## config.mk

```make
export PLATFORM = sky130hd
export DESIGN_NAME = lbt_top
export DESIGN_NICKNAME = d
export VERILOG_FILES = /design/src/hdl/lbt_pkg.sv /design/src/hdl/lbt_tcmp.sv /design/src/hdl/lbt_mix.sv /design/src/hdl/lbt_top.sv
export VERILOG_INCLUDE_DIRS = /design/src /design/src/hdl
export SDC_FILE = /design/constraint.sdc
export NUM_CORES = 1
export LEC_CHECK = 0
export CAP_MARGIN = 25
export CORE_MARGIN = 2
export CORE_UTILIZATION = 50
export DETAILED_ROUTE_END_ITERATION = 6
export DONT_BUFFER_PORTS = 1
export PLACE_DENSITY = 0.63
export SLEW_MARGIN = 20
export SYNTH_ARGS = -nofsm -noshare
export SYNTH_HDL_FRONTEND = slang
export SYNTH_SLANG_ARGS = --single-unit
```

## constraint.sdc

```tcl
create_clock -name sys_clk -period 21 [get_ports sys_clk]
set_input_delay 1.05 -clock sys_clk [delete_from_list [all_inputs] [get_ports sys_clk]]
set_output_delay 1.05 -clock sys_clk [all_outputs]
set_load 0.01 [all_outputs]
```

## src/hdl/lbt_defs.svh

```systemverilog
// Register indices, field positions, masks and reset values of the
// layer blend and transparency block.
// Assumes byte address = 4 * index on a 32-bit AXI4-Lite register bus.
`ifndef LBT_DEFS_SVH
`define LBT_DEFS_SVH

// Register indices (byte address is four times the index)
`define LBT_IDX_TC0 10'h0BC
`define LBT_IDX_TC3 10'h0C0
`define LBT_IDX_TC2 10'h0C2
`define LBT_IDX_BLD2 10'h180
`define LBT_IDX_BLD3 10'h190
`define LBT_IDX_BLD4 10'h194
`define LBT_IDX_BLD5 10'h198
`define LBT_IDX_ETC0 10'h1A0

// Blend control fields
`define LBT_BR_MSB 7
`define LBT_BP_BIT 13
`define LBT_BI_BIT 14
`define LBT_BS_BIT 15
`define LBT_BE_BIT 16

// Transparency fields
`define LBT_TC_MSB 14
`define LBT_ZT_BIT 15
`define LBT_ETC_MSB 23
`define LBT_EZT_BIT 31

// Writable bit masks, every other bit reads zero
`define LBT_BLD_MASK 32'h0001E0FF
`define LBT_BLD5_MASK 32'h0001C0FF
`define LBT_TC_MASK 32'h0000FFFF
`define LBT_ETC_MASK 32'h80FFFFFF

// Reset values
`define LBT_BLD_RST 32'h00000000
`define LBT_TC_RST 16'h0000
`define LBT_ETC_HI_RST 9'h000

// Layer codes of the layer-order selection
`define LBT_LAYER0 4'h0
`define LBT_LAYER2 4'h2
`define LBT_LAYER3 4'h3
`define LBT_LAYER4 4'h4
`define LBT_LAYER5 4'h5

// Full-scale blend weight (ratio denominator)
`define LBT_FULL_WEIGHT 9'h100

// AXI responses
`define LBT_RESP_OKAY 2'h0
`define LBT_RESP_SLVERR 2'h2

`endif

```

## src/hdl/lbt_pkg.sv

```systemverilog
// Types shared by the layer blend and transparency files.
// Assumes lbt_defs.svh is on the include path.
package lbt_pkg;

  // One colour component
  typedef logic [7:0] lbt_comp_t;

  // How a pixel is composed
  typedef enum logic [1:0] {
    LBT_PICK_UPPER = 2'b00,
    LBT_PICK_LOWER = 2'b01,
    LBT_PICK_BLEND = 2'b10
  } lbt_pick_t;

endpackage

```

## src/hdl/lbt_tcmp.sv

```systemverilog
// Transparent colour comparator for one upper-layer pixel.
// Assumes the code and key are presented in the same clock cycle.
module lbt_tcmp (
  // Pixel colour code and programmed key
  input wire logic [23:0] code,
  input wire logic [23:0] key,
  input wire logic zero_opaque,
  // Pixel format
  input wire logic ind8,
  input wire logic wide24,
  // Result
  output logic transparent
);
  import lbt_pkg::*;

  logic match;
  logic is_zero;

  // Compare only the bits the pixel format really carries
  always_comb begin
    if (ind8) begin
      match = (code[7:0] == key[7:0]);
      is_zero = (code[7:0] == 8'h00);
    end else if (wide24) begin
      match = (code == key);
      is_zero = (code == 24'h000000);
    end else begin
      match = (code[14:0] == key[14:0]);
      is_zero = (code[14:0] == 15'h0000);
    end
    // Code 0 follows the zero bit alone, even if the key is also 0
    if (is_zero) begin
      transparent = ~zero_opaque;
    end else begin
      transparent = match;
    end
  end

endmodule // lbt_tcmp

```

## src/hdl/lbt_mix.sv

```systemverilog
// Blend of one colour component of upper and lower images.
// Assumes the ratio is already incremented and lies in 0..256.
`include "lbt_defs.svh"
module lbt_mix #(
  parameter int W = 8
) (
  // Components
  input wire logic [W-1:0] upper,
  input wire logic [W-1:0] lower,
  // Weight in 256ths and expression select
  input wire logic [8:0] ratio,
  input wire logic swap,
  // Result
  output logic [W-1:0] result
);
  import lbt_pkg::*;

  logic [8:0] wt_up;
  logic [8:0] wt_lo;
  logic [W+9:0] sum;

  // Weights always add to 256, so the sum never exceeds W+8 bits
  always_comb begin
    if (swap) begin
      wt_up = `LBT_FULL_WEIGHT - ratio;
      wt_lo = ratio;
    end else begin
      wt_up = ratio;
      wt_lo = `LBT_FULL_WEIGHT - ratio;
    end
    sum = ({10'h000, upper} * {{W{1'b0}}, wt_up})
        + ({10'h000, lower} * {{W{1'b0}}, wt_lo});
    // Divide by 256 and drop fraction
    result = sum[W+7:8];
  end

endmodule // lbt_mix

```

## src/hdl/lbt_top.sv

```systemverilog
// Layer blend and transparency control: registers over AXI4-Lite and a
// one-stage pixel composer for overlay layers.
// Assumes the layer order and pixels come from the display pipeline on
// sys_clk, and that srst is synchronous to sys_clk.
//
// How it works
// - Ratio equals eight-bit field over 256
// - Plane bit picks layer5 pixel as ratio
// - Layer5 control lacks plane select bit
// - Increment adds 1/256 to nonzero ratio
// - Select bit swaps the two weights
// - Enable bit chooses blending over overlay; key match still wins
// - Blend only pixels whose alpha is set
// - Key in low 15 bits; 8bpp low byte
// - Zero bit makes code 0 opaque
// - Key and zero bit clear: code 0 transparent
// - Layer0 key pixels transparent in blend mode
// - Layer0 extended key 24 bits, bit 31
// - Short and extended keys share storage
// - Upper layer comes from external order select
`include "lbt_defs.svh"
module lbt_top #(
  parameter int ADDR_W = 12
) (
  // Clock and reset
  input wire logic sys_clk,
  input wire logic srst,
  // AXI4-Lite write address
  input wire logic s_axi_awvalid,
  output logic s_axi_awready,
  input wire logic [ADDR_W-1:0] s_axi_awaddr,
  // AXI4-Lite write data
  input wire logic s_axi_wvalid,
  output logic s_axi_wready,
  input wire logic [31:0] s_axi_wdata,
  input wire logic [3:0] s_axi_wstrb,
  // AXI4-Lite write response
  output logic s_axi_bvalid,
  input wire logic s_axi_bready,
  output logic [1:0] s_axi_bresp,
  // AXI4-Lite read address
  input wire logic s_axi_arvalid,
  output logic s_axi_arready,
  input wire logic [ADDR_W-1:0] s_axi_araddr,
  // AXI4-Lite read data
  output logic s_axi_rvalid,
  input wire logic s_axi_rready,
  output logic [31:0] s_axi_rdata,
  output logic [1:0] s_axi_rresp,
  // Pixel input from the layer pipeline
  input wire logic pix_valid,
  input wire logic [3:0] top_layer_select,
  input wire logic [23:0] upper_rgb,
  input wire logic [23:0] upper_code,
  input wire logic upper_alpha,
  input wire logic [23:0] lower_rgb,
  input wire logic [7:0] layer5_ratio_pix,
  input wire logic indirect_8bpp,
  input wire logic true_color_24,
  // Composed pixel
  output logic out_valid,
  output logic [23:0] out_rgb,
  output logic out_blended
);
  import lbt_pkg::*;

  // Register storage
  logic [31:0] bld_q [2:5]; // Blend controls, layers 2 to 5
  logic [31:0] bld_d [2:5];
  logic [15:0] tc0_q; // Shared low key and zero bit of layer 0
  logic [15:0] tc0_d;
  logic [15:0] tc2_q;
  logic [15:0] tc2_d;
  logic [15:0] tc3_q;
  logic [15:0] tc3_d;
  logic [8:0] etc0_hi_q; // Key bits 23..15 of layer 0
  logic [8:0] etc0_hi_d;

  // Bus state
  logic aw_have_q, aw_have_d;
  logic w_have_q, w_have_d;
  logic [ADDR_W-1:0] awaddr_q, awaddr_d;
  logic [31:0] wdata_q, wdata_d;
  logic [3:0] wstrb_q, wstrb_d;
  logic awready_q, awready_d;
  logic wready_q, wready_d;
  logic bvalid_q, bvalid_d;
  logic [1:0] bresp_q, bresp_d;
  logic arready_q, arready_d;
  logic rvalid_q, rvalid_d;
  logic [31:0] rdata_q, rdata_d;
  logic [1:0] rresp_q, rresp_d;

  // Word index of the pending write and of the read request
  logic [9:0] widx;
  logic [9:0] ridx;
  logic do_write;
  logic [31:0] etc0_img; // Extended view assembled from shared bits
  logic [31:0] merged;

  assign widx = awaddr_q[11:2];
  assign ridx = s_axi_araddr[11:2];
  assign do_write = aw_have_q & w_have_q;
  assign etc0_img = {tc0_q[`LBT_ZT_BIT], 7'h00, etc0_hi_q,
                     tc0_q[`LBT_TC_MSB:0]};

  // Byte-lane merge of write data into an old value, masked to live bits
  function automatic logic [31:0] lane_merge(input logic [31:0] old,
      input logic [31:0] data, input logic [3:0] strb,
      input logic [31:0] mask);
    logic [31:0] lanes;
    lanes = {{8{strb[3]}}, {8{strb[2]}}, {8{strb[1]}}, {8{strb[0]}}};
    return ((old & ~lanes) | (data & lanes)) & mask;
  endfunction

  // Write channel: take address and data in either order, then commit
  always_comb begin
    aw_have_d = aw_have_q;
    w_have_d = w_have_q;
    awaddr_d = awaddr_q;
    wdata_d = wdata_q;
    wstrb_d = wstrb_q;
    bvalid_d = bvalid_q;
    bresp_d = bresp_q;
    merged = 32'h00000000;
    for (int i = 2; i <= 5; i++) begin
      bld_d[i] = bld_q[i];
    end
    tc0_d = tc0_q;
    tc2_d = tc2_q;
    tc3_d = tc3_q;
    etc0_hi_d = etc0_hi_q;
    // Response handed over
    if (bvalid_q && s_axi_bready) begin
      bvalid_d = 1'b0;
    end
    // Capture address
    if (s_axi_awvalid && awready_q) begin
      aw_have_d = 1'b1;
      awaddr_d = s_axi_awaddr;
    end
    // Capture data
    if (s_axi_wvalid && wready_q) begin
      w_have_d = 1'b1;
      wdata_d = s_axi_wdata;
      wstrb_d = s_axi_wstrb;
    end
    // Commit once both halves are held
    if (do_write) begin
      aw_have_d = 1'b0;
      w_have_d = 1'b0;
      bvalid_d = 1'b1;
      bresp_d = `LBT_RESP_OKAY;
      if (widx == `LBT_IDX_BLD2) begin
        bld_d[2] = lane_merge(bld_q[2], wdata_q, wstrb_q, `LBT_BLD_MASK);
      end else if (widx == `LBT_IDX_BLD3) begin
        bld_d[3] = lane_merge(bld_q[3], wdata_q, wstrb_q, `LBT_BLD_MASK);
      end else if (widx == `LBT_IDX_BLD4) begin
        bld_d[4] = lane_merge(bld_q[4], wdata_q, wstrb_q, `LBT_BLD_MASK);
      end else if (widx == `LBT_IDX_BLD5) begin
        // No plane select on layer 5
        bld_d[5] = lane_merge(bld_q[5], wdata_q, wstrb_q,
                              `LBT_BLD5_MASK);
      end else if (widx == `LBT_IDX_TC0) begin
        merged = lane_merge({16'h0000, tc0_q}, wdata_q, wstrb_q,
                            `LBT_TC_MASK);
        tc0_d = merged[15:0];
      end else if (widx == `LBT_IDX_TC2) begin
        merged = lane_merge({16'h0000, tc2_q}, wdata_q, wstrb_q,
                            `LBT_TC_MASK);
        tc2_d = merged[15:0];
      end else if (widx == `LBT_IDX_TC3) begin
        merged = lane_merge({16'h0000, tc3_q}, wdata_q, wstrb_q,
                            `LBT_TC_MASK);
        tc3_d = merged[15:0];
      end else if (widx == `LBT_IDX_ETC0) begin
        // Same flops as the short view, so both views always agree
        merged = lane_merge(etc0_img, wdata_q, wstrb_q, `LBT_ETC_MASK);
        tc0_d = {merged[`LBT_EZT_BIT], merged[`LBT_TC_MSB:0]};
        etc0_hi_d = merged[`LBT_ETC_MSB:15];
      end else begin
        // Unmapped word
        bresp_d = `LBT_RESP_SLVERR;
      end
    end
    // One write in flight: hold off both channels until response leaves
    awready_d = ~aw_have_d & ~bvalid_d;
    wready_d = ~w_have_d & ~bvalid_d;
  end

  // Read channel: answer one cycle after the address is taken
  always_comb begin
    rvalid_d = rvalid_q;
    rdata_d = rdata_q;
    rresp_d = rresp_q;
    if (rvalid_q && s_axi_rready) begin
      rvalid_d = 1'b0;
    end
    if (s_axi_arvalid && arready_q) begin
      rvalid_d = 1'b1;
      rresp_d = `LBT_RESP_OKAY;
      if (ridx == `LBT_IDX_BLD2) begin
        rdata_d = bld_q[2];
      end else if (ridx == `LBT_IDX_BLD3) begin
        rdata_d = bld_q[3];
      end else if (ridx == `LBT_IDX_BLD4) begin
        rdata_d = bld_q[4];
      end else if (ridx == `LBT_IDX_BLD5) begin
        rdata_d = bld_q[5];
      end else if (ridx == `LBT_IDX_TC0) begin
        rdata_d = {16'h0000, tc0_q};
      end else if (ridx == `LBT_IDX_TC2) begin
        rdata_d = {16'h0000, tc2_q};
      end else if (ridx == `LBT_IDX_TC3) begin
        rdata_d = {16'h0000, tc3_q};
      end else if (ridx == `LBT_IDX_ETC0) begin
        rdata_d = etc0_img;
      end else begin
        rdata_d = 32'h00000000;
        rresp_d = `LBT_RESP_SLVERR;
      end
    end
    arready_d = ~rvalid_d;
  end

  // Bus and register flops
  always_ff @(posedge sys_clk) begin
    if (srst) begin
      aw_have_q <= 1'b0;
      w_have_q <= 1'b0;
      awaddr_q <= '0;
      wdata_q <= 32'h00000000;
      wstrb_q <= 4'h0;
      awready_q <= 1'b0;
      wready_q <= 1'b0;
      bvalid_q <= 1'b0;
      bresp_q <= `LBT_RESP_OKAY;
      arready_q <= 1'b0;
      rvalid_q <= 1'b0;
      rdata_q <= 32'h00000000;
      rresp_q <= `LBT_RESP_OKAY;
      for (int i = 2; i <= 5; i++) begin
        bld_q[i] <= `LBT_BLD_RST;
      end
      tc0_q <= `LBT_TC_RST;
      tc2_q <= `LBT_TC_RST;
      tc3_q <= `LBT_TC_RST;
      etc0_hi_q <= `LBT_ETC_HI_RST;
    end else begin
      aw_have_q <= aw_have_d;
      w_have_q <= w_have_d;
      awaddr_q <= awaddr_d;
      wdata_q <= wdata_d;
      wstrb_q <= wstrb_d;
      awready_q <= awready_d;
      wready_q <= wready_d;
      bvalid_q <= bvalid_d;
      bresp_q <= bresp_d;
      arready_q <= arready_d;
      rvalid_q <= rvalid_d;
      rdata_q <= rdata_d;
      rresp_q <= rresp_d;
      for (int i = 2; i <= 5; i++) begin
        bld_q[i] <= bld_d[i];
      end
      tc0_q <= tc0_d;
      tc2_q <= tc2_d;
      tc3_q <= tc3_d;
      etc0_hi_q <= etc0_hi_d;
    end
  end

  assign s_axi_awready = awready_q;
  assign s_axi_wready = wready_q;
  assign s_axi_bvalid = bvalid_q;
  assign s_axi_bresp = bresp_q;
  assign s_axi_arready = arready_q;
  assign s_axi_rvalid = rvalid_q;
  assign s_axi_rdata = rdata_q;
  assign s_axi_rresp = rresp_q;

  // Per-pixel parameters of the current upper layer
  logic [31:0] ctl; // Blend control of the upper layer, zero if none
  logic [23:0] key; // Transparent key of the upper layer
  logic key_zero_opaque;
  logic has_key;
  logic [7:0] base_ratio;
  logic [8:0] ratio;
  logic transparent;
  lbt_pick_t pick;
  logic [23:0] mix_rgb;

  // Upper layer parameters follow the external stacking order
  always_comb begin
    ctl = 32'h00000000;
    key = 24'h000000;
    key_zero_opaque = 1'b0;
    has_key = 1'b0;
    case (top_layer_select)
      `LBT_LAYER0: begin
        key = {etc0_hi_q, tc0_q[`LBT_TC_MSB:0]};
        key_zero_opaque = tc0_q[`LBT_ZT_BIT];
        has_key = 1'b1;
      end
      `LBT_LAYER2: begin
        ctl = bld_q[2];
        key = {9'h000, tc2_q[`LBT_TC_MSB:0]};
        key_zero_opaque = tc2_q[`LBT_ZT_BIT];
        has_key = 1'b1;
      end
      `LBT_LAYER3: begin
        ctl = bld_q[3];
        key = {9'h000, tc3_q[`LBT_TC_MSB:0]};
        key_zero_opaque = tc3_q[`LBT_ZT_BIT];
        has_key = 1'b1;
      end
      `LBT_LAYER4: ctl = bld_q[4];
      `LBT_LAYER5: ctl = bld_q[5];
      default: ctl = 32'h00000000;
    endcase
  end

  // Key compare; 24-bit keys exist only for layer 0
  lbt_tcmp u_tcmp (
    .code(upper_code),
    .key(key),
    .zero_opaque(key_zero_opaque),
    .ind8(indirect_8bpp),
    .wide24(true_color_24 && (top_layer_select == `LBT_LAYER0)),
    .transparent(transparent)
  );

  // Effective ratio and the choice of composition
  always_comb begin
    if (ctl[`LBT_BP_BIT]) begin
      base_ratio = layer5_ratio_pix;
    end else begin
      base_ratio = ctl[`LBT_BR_MSB:0];
    end
    // Ratio 0 stays 0 so a fully transparent weight remains exact
    if (ctl[`LBT_BI_BIT] && (base_ratio != 8'h00)) begin
      ratio = {1'b0, base_ratio} + 9'h001;
    end else begin
      ratio = {1'b0, base_ratio};
    end
    // Key match wins even in blend mode
    if (has_key && transparent) begin
      pick = LBT_PICK_LOWER;
    end else if (ctl[`LBT_BE_BIT] && upper_alpha) begin
      pick = LBT_PICK_BLEND;
    end else begin
      pick = LBT_PICK_UPPER;
    end
  end

  // One mixer per colour component
  for (genvar c = 0; c < 3; c++) begin : g_comp
    lbt_mix #(
      .W(8)
    ) u_mix (
      .upper(upper_rgb[c*8 +: 8]),
      .lower(lower_rgb[c*8 +: 8]),
      .ratio(ratio),
      .swap(ctl[`LBT_BS_BIT]),
      .result(mix_rgb[c*8 +: 8])
    );
  end

  // Output stage
  logic out_valid_q, out_valid_d;
  logic [23:0] out_rgb_q, out_rgb_d;
  logic out_blended_q, out_blended_d;

  // Compose the pixel; out_rgb and out_blended hold while no pixel arrives
  always_comb begin
    out_valid_d = pix_valid;
    out_rgb_d = out_rgb_q;
    out_blended_d = out_blended_q;
    if (pix_valid) begin
      out_blended_d = (pick == LBT_PICK_BLEND);
      case (pick)
        LBT_PICK_LOWER: out_rgb_d = lower_rgb;
        LBT_PICK_BLEND: out_rgb_d = mix_rgb;
        default: out_rgb_d = upper_rgb;
      endcase
    end
  end

  // Output flops
  always_ff @(posedge sys_clk) begin
    if (srst) begin
      out_valid_q <= 1'b0;
      out_rgb_q <= 24'h000000;
      out_blended_q <= 1'b0;
    end else begin
      out_valid_q <= out_valid_d;
      out_rgb_q <= out_rgb_d;
      out_blended_q <= out_blended_d;
    end
  end

  assign out_valid = out_valid_q;
  assign out_rgb = out_rgb_q;
  assign out_blended = out_blended_q;

endmodule // lbt_top

```

# Word level (Yosys, flattened, before mapping)
# Memories as Yosys holds them, arrays and structs flattened.
# Index checks and enable logic that the tools add are counted.
# totals
register_bits,174
mem_bits_rw,128
output_inout_bits,67
memories,1
# memory_table
name,words,word_bits,rd,rd_clocked_by_memory_dff,wr,line_no,rtl
bld_q,4,32,4,0,4,lbt_top.sv:68,logic [31:0] bld_q [2:5];
# classes
n_addsub,5
n_mul,6
n_eq_ne,27
n_mux,67
bitwise,37
reduce_logical,20
# op_table
cell,n
two-way mux 32 bit,17
two-way mux 128 bit,1
== test 10 x 9 -> 1 bit (second input constant),10
multiplier 8 x 9 -> 16 bit,6
two-way mux 96 bit,1
case mux 24 bit (3 select lines),1
bitwise AND 17 bit,4
bitwise OR 17 bit,4
case mux 17 bit (4 select lines),1
bitwise AND 32 bit,2
two-way mux 16 bit,4
two-way mux 64 bit,1
== test 10 x 8 -> 1 bit (second input constant),6
adder 16 bit,3
bitwise AND 16 bit,3
bitwise OR 16 bit,3
case mux 24 bit (2 select lines),1
two-way mux 2 bit,18
NOT 32 bit,1
bitwise OR 32 bit,1
two-way mux 9 bit,3
== test 24 bit,1
zero test 24 bit,1
two-way mux 1 bit,17
other kinds (24),52

# Depth between registers and ports, before layout
# logic_depth
word_depth,11
depth_mapped,43

# Cells and area by module
# Synthesis repeated with hierarchy kept, for this count alone.
# hier_totals
cells_unflattened,2960
area_unflattened_um2,25177.9
# modules_own_cells
module,n_inst,cells_each,area_per_inst_um2
lbt_top,1,1240,10114.7
lbt_mix (g_comp[0].u_mix),1,557,4918.5
lbt_mix (g_comp[1].u_mix),1,561,4912.2
lbt_mix (g_comp[2].u_mix),1,555,4889.7
lbt_tcmp,1,47,342.8

# Least setup slack after synthesis
# No wires, ideal clock.
# synth_path
path_type,input to register
startpoint,input top_layer_select[0]
endpoint,"register out_rgb_q[21], in the netlist out_rgb[21]"
arrival_time_ns,9.740
required_ns,20.940
slack_ns,11.201
cell_stages,38
path_buffers,3
path_cell_list,buf_2 nand4bb_1 a21o_1 buf_2 nand2_1 nor2_1 a21oi_1 ha_1 inv_1 a311o_1 o41ai_4 xor2_2 inv_2 ha_1 nand2b_1 nor3_1 or2_2 xnor2_1 [2 not listed] fa_1 fa_1 fa_1 inv_1 fa_1 fa_1 inv_1 fa_1 inv_1 ha_1 a2111oi_0 nor2_1 a21oi_1 o2111ai_1 and3_1 o311a_1 o2bb2ai_1 and2_1
# synth_via
elab_chain_cells,11
elab_cells_between_ends,38
# synth_lines
item,line_no,rtl
"start, declared",lbt_top.sv:52,"input wire logic [3:0] top_layer_select,"
"parallel branches: the longest is 10 deep, another holds multiplier 8 x 9 -> 16 bit",n/a,
case mux 24 bit (2 select lines) *,lbt_top.sv:381,case (pick)
"end signal, assigned",lbt_top.sv:397,out_rgb_q <= out_rgb_d;
"end, declared",lbt_top.sv:371,"logic [23:0] out_rgb_q, out_rgb_d;"
# Mark *: on every way between the ends.
# A chain may end at the register's enable or synchronous reset.

# Worst setup path in the final report
# layout_path
startpoint,input top_layer_select[3]
endpoint,"register out_rgb_q[21], in the netlist out_rgb[21]"
# The elaborated chain is that of the path after synthesis.

==> metrics <==
final setup TNS=0 ns; fraction of layout cells with a size suffix above 1=5.08%; Worst setup SP type=primary input; count of synthesis-stage warnings from yosys=0; area added between synthesis and finish=5.24%; placed cell count=3352; Worst Hold Margin=0.449 ns; Max H-tree Level=1; Netlist cell types=83; routed len/inst=19.4 um; Iter 0 DRT Violations=1058; FF+latch count, synth=203; Skew-Pair Late Insertion Delay=0.54 ns; Syn Inst Count=2874; Synth async-reset ratio=0%; Chip Width=224 um; Pwr per Cell Area=34.1 mW/mm^2; Buffers on Ports=0; final hold violation count=0; setup slack of the worst register-to-register path=10.18 ns; endpoint required time on the critical path=21.49 ns; core region area=0.0478 sq mm; share of the clock period used by the worst path after layout=53.1%; status=completed; boundary pin count=222; Hold Crit Endpoint=wdata_q[31]; effective utilization at floorplan=50.8%; Cell Rows=80; Max FO, Critical Path=46; # Post-CTS Setup Buffers=0; count of flip-flops with a built-in enable after synthesis=0; Rel. slew slack=29.2%; first-pass GRT wire length=108000 um; signal arrival time at the worst endpoint=11.63 ns; sum of routed wire length over all layers=65900 um; vias after detailed routing=19300; DRC errors left=0; RSZ-0062 raised after global routing=false; final instance area=0.0256 sq mm; vias in the first global route=20300; non-filler cells in the finished layout=3392; Avg Cell Area, Syn=8.45 sq um; post-layout worst setup margin=9.86 ns; half-perimeter wire length after detailed placement=50000 um; pre-CTS setup slack=9.29 ns; most frequent cell on the critical path=fa_1; Max stage delay on crit path=0.52 ns; worst hold path depth=2; startpoint of the most critical hold path=wdata_q[31]; clk root buf=clkbuf_16; most instantiated flip-flop cell in the synthesis netlist=dfxtp_1; number of buffers created by CTS=23; CTS Hold Buffers Added=0; endpoint type of the worst setup path=flop; average vias per placed instance=5.70; number of max-capacitance violations reported=0; Die Ht=224 um; clock-pin slew of the registers on the worst-case setup and hold paths=0.06 ns; diodes inserted=0; total power after layout=871 uW; worst-case vdd ir drop=0.0000666 V; GRT Overall Usage=26.8%; Pre-Repair DR Iteration Count=7; area of the die=0.0504 sq mm; Tmin final=11.14 ns; post-place instance area=0.0248 sq mm; post-layout utilization of the core=53.4%; GRT Residual Overflow=0; TritonCTS clock tree=done; endpoint of the most critical register-to-register path=out_rgb[21]; Sink Count=203; initial antenna violation count=2; sequential fraction of the synthesis area=16.7%; highest attainable clock frequency=0.0898 GHz; pin count of the biggest net entering global routing=196; Reg2Reg Depth=36; final weighted congestion in routability-driven placement=0.871; leakage component of the power=12.2 nW; Final Net Count=3412; final count of pins violating max slew=0; setup violators final=0; Max clock buf depth=3; total standard cell area after synthesis=0.0243 sq mm; standard cell with the maximum stage delay on the critical path=fa_1; class of the most critical setup path=in -> reg; final clock skew=0.0244 ns; number of resized instances in the post-cts repair step=0; Worst Hold Class=reg -> reg; Antenna Violating Nets Remaining=0; transition time of the tightest slew-check pin=1.06 ns
cell type report:
| cell class | count | area, sq um |
|---|---|---|
| Tap cell | 615 | 769 |
| Multi-Input combinational cell | 2070 | 18100 |
| Fill cell | 4458 | 22300 |
| Timing Repair Buffer | 33 | 251 |
| Clock buffer | 34 | 697 |
| Inverter | 431 | 1620 |
| Sequential cell | 203 | 4060 |
| Clock inverter | 6 | 72.6 |
metal layers:
layer	wire (um)	track usage, %
met5	0	0
met4	1690	7.18
met3	4440	4.34
met2	33000	47.6
met1	26700	33.8
power breakdown:
group          internal [mW]  total [mW]  switching (mW)
sequential             0.393       0.405          0.0118
combinational         0.0258      0.0596          0.0337
clock                  0.242       0.407           0.165
total                  0.661       0.871           0.210
cell families (layout without fill, tap and decap cells):
family	Yosys count	in the layout	synth area share (%)
adder cells (fa/ha/maj)	496	496	35.4
AO/OA/AOI/OAI	378	378	10.4
other	1	9	0.0154
XOR/XNOR	71	71	2.76
flip-flops	203	203	16.7
buffers and inverters	609	504	9.66
AND/OR/NAND/NOR	1002	1002	20.3
multiplexers	114	114	4.81
layout by cell type (no fill, tap or decap), types with 37 or more instances in the layout:
master | synthesis | final
inv_1 | 430 | 430
nor2_1 | 192 | 192
nand3_1 | 44 | 44
mux2i_1 | 91 | 91
nand2_1 | 352 | 352
and2_1 | 251 | 251
fa_1 | 318 | 318
xnor2_1 | 46 | 37
ha_1 | 177 | 177
a21oi_1 | 148 | 146
dfxtp_1 | 203 | 203
a22oi_1 | 45 | 45
cell usage after synthesis, drive strengths merged (5+ instances only):
cell     instances  area, sq um
a2111oi          6         60.1
nand3b          22          165
a21boi           7         52.6
a211oi          14          105
a21o             9         67.6
nand4           10         62.6
ha             177         2210
a222oi          12          120
or2             12         75.1
inv            431         1620
a31oi           10         62.6
nor2           193          727
o211ai          15          113
a22o            16          140
o22ai           10         68.8
mux2            23          259
o21ai           31          155
fa             318         6370
and2           252         1580
buf             61          289
nand2b          11         68.8
clkbuf         117          440
mux2i           91          911
xor2            22          200
nor3b            9         67.6
dfxtp          203         4060
or3              6         37.5
o21a             6         45.0
and3             5         31.3
a21oi          148          741
nand3           44          220
xnor2           46          403
o31ai            6         50.1
nand2          352         1320
nor4            12         75.1
nor3            23          115
nor2b           31          194
a22oi           45          338
how the worst max path moves through the flow:
stage                   startpoint           to
2_1_floorplan  top_layer_select[0]  out_rgb[21]
3_3_place_gp   top_layer_select[3]  out_rgb[21]
4_1_cts        top_layer_select[3]  out_rgb[21]
6_report       top_layer_select[3]  out_rgb[21]
3_5_place_dp   top_layer_select[3]  out_rgb[21]
5_1_grt        top_layer_select[3]  out_rgb[15]
worst max-delay path: cells and delay by family:
| family | cells | cell delay, ns |
|---|---|---|
| adder cells (fa/ha/maj) | 9 | 3.74 |
| AO/OA/AOI/OAI | 8 | 2.83 |
| buffers and inverters | 7 | 1.22 |
| XOR/XNOR | 2 | 0.66 |
| AND/OR/NAND/NOR | 11 | 2.08 |
Note: power is estimated with default switching activity, not from simulation.
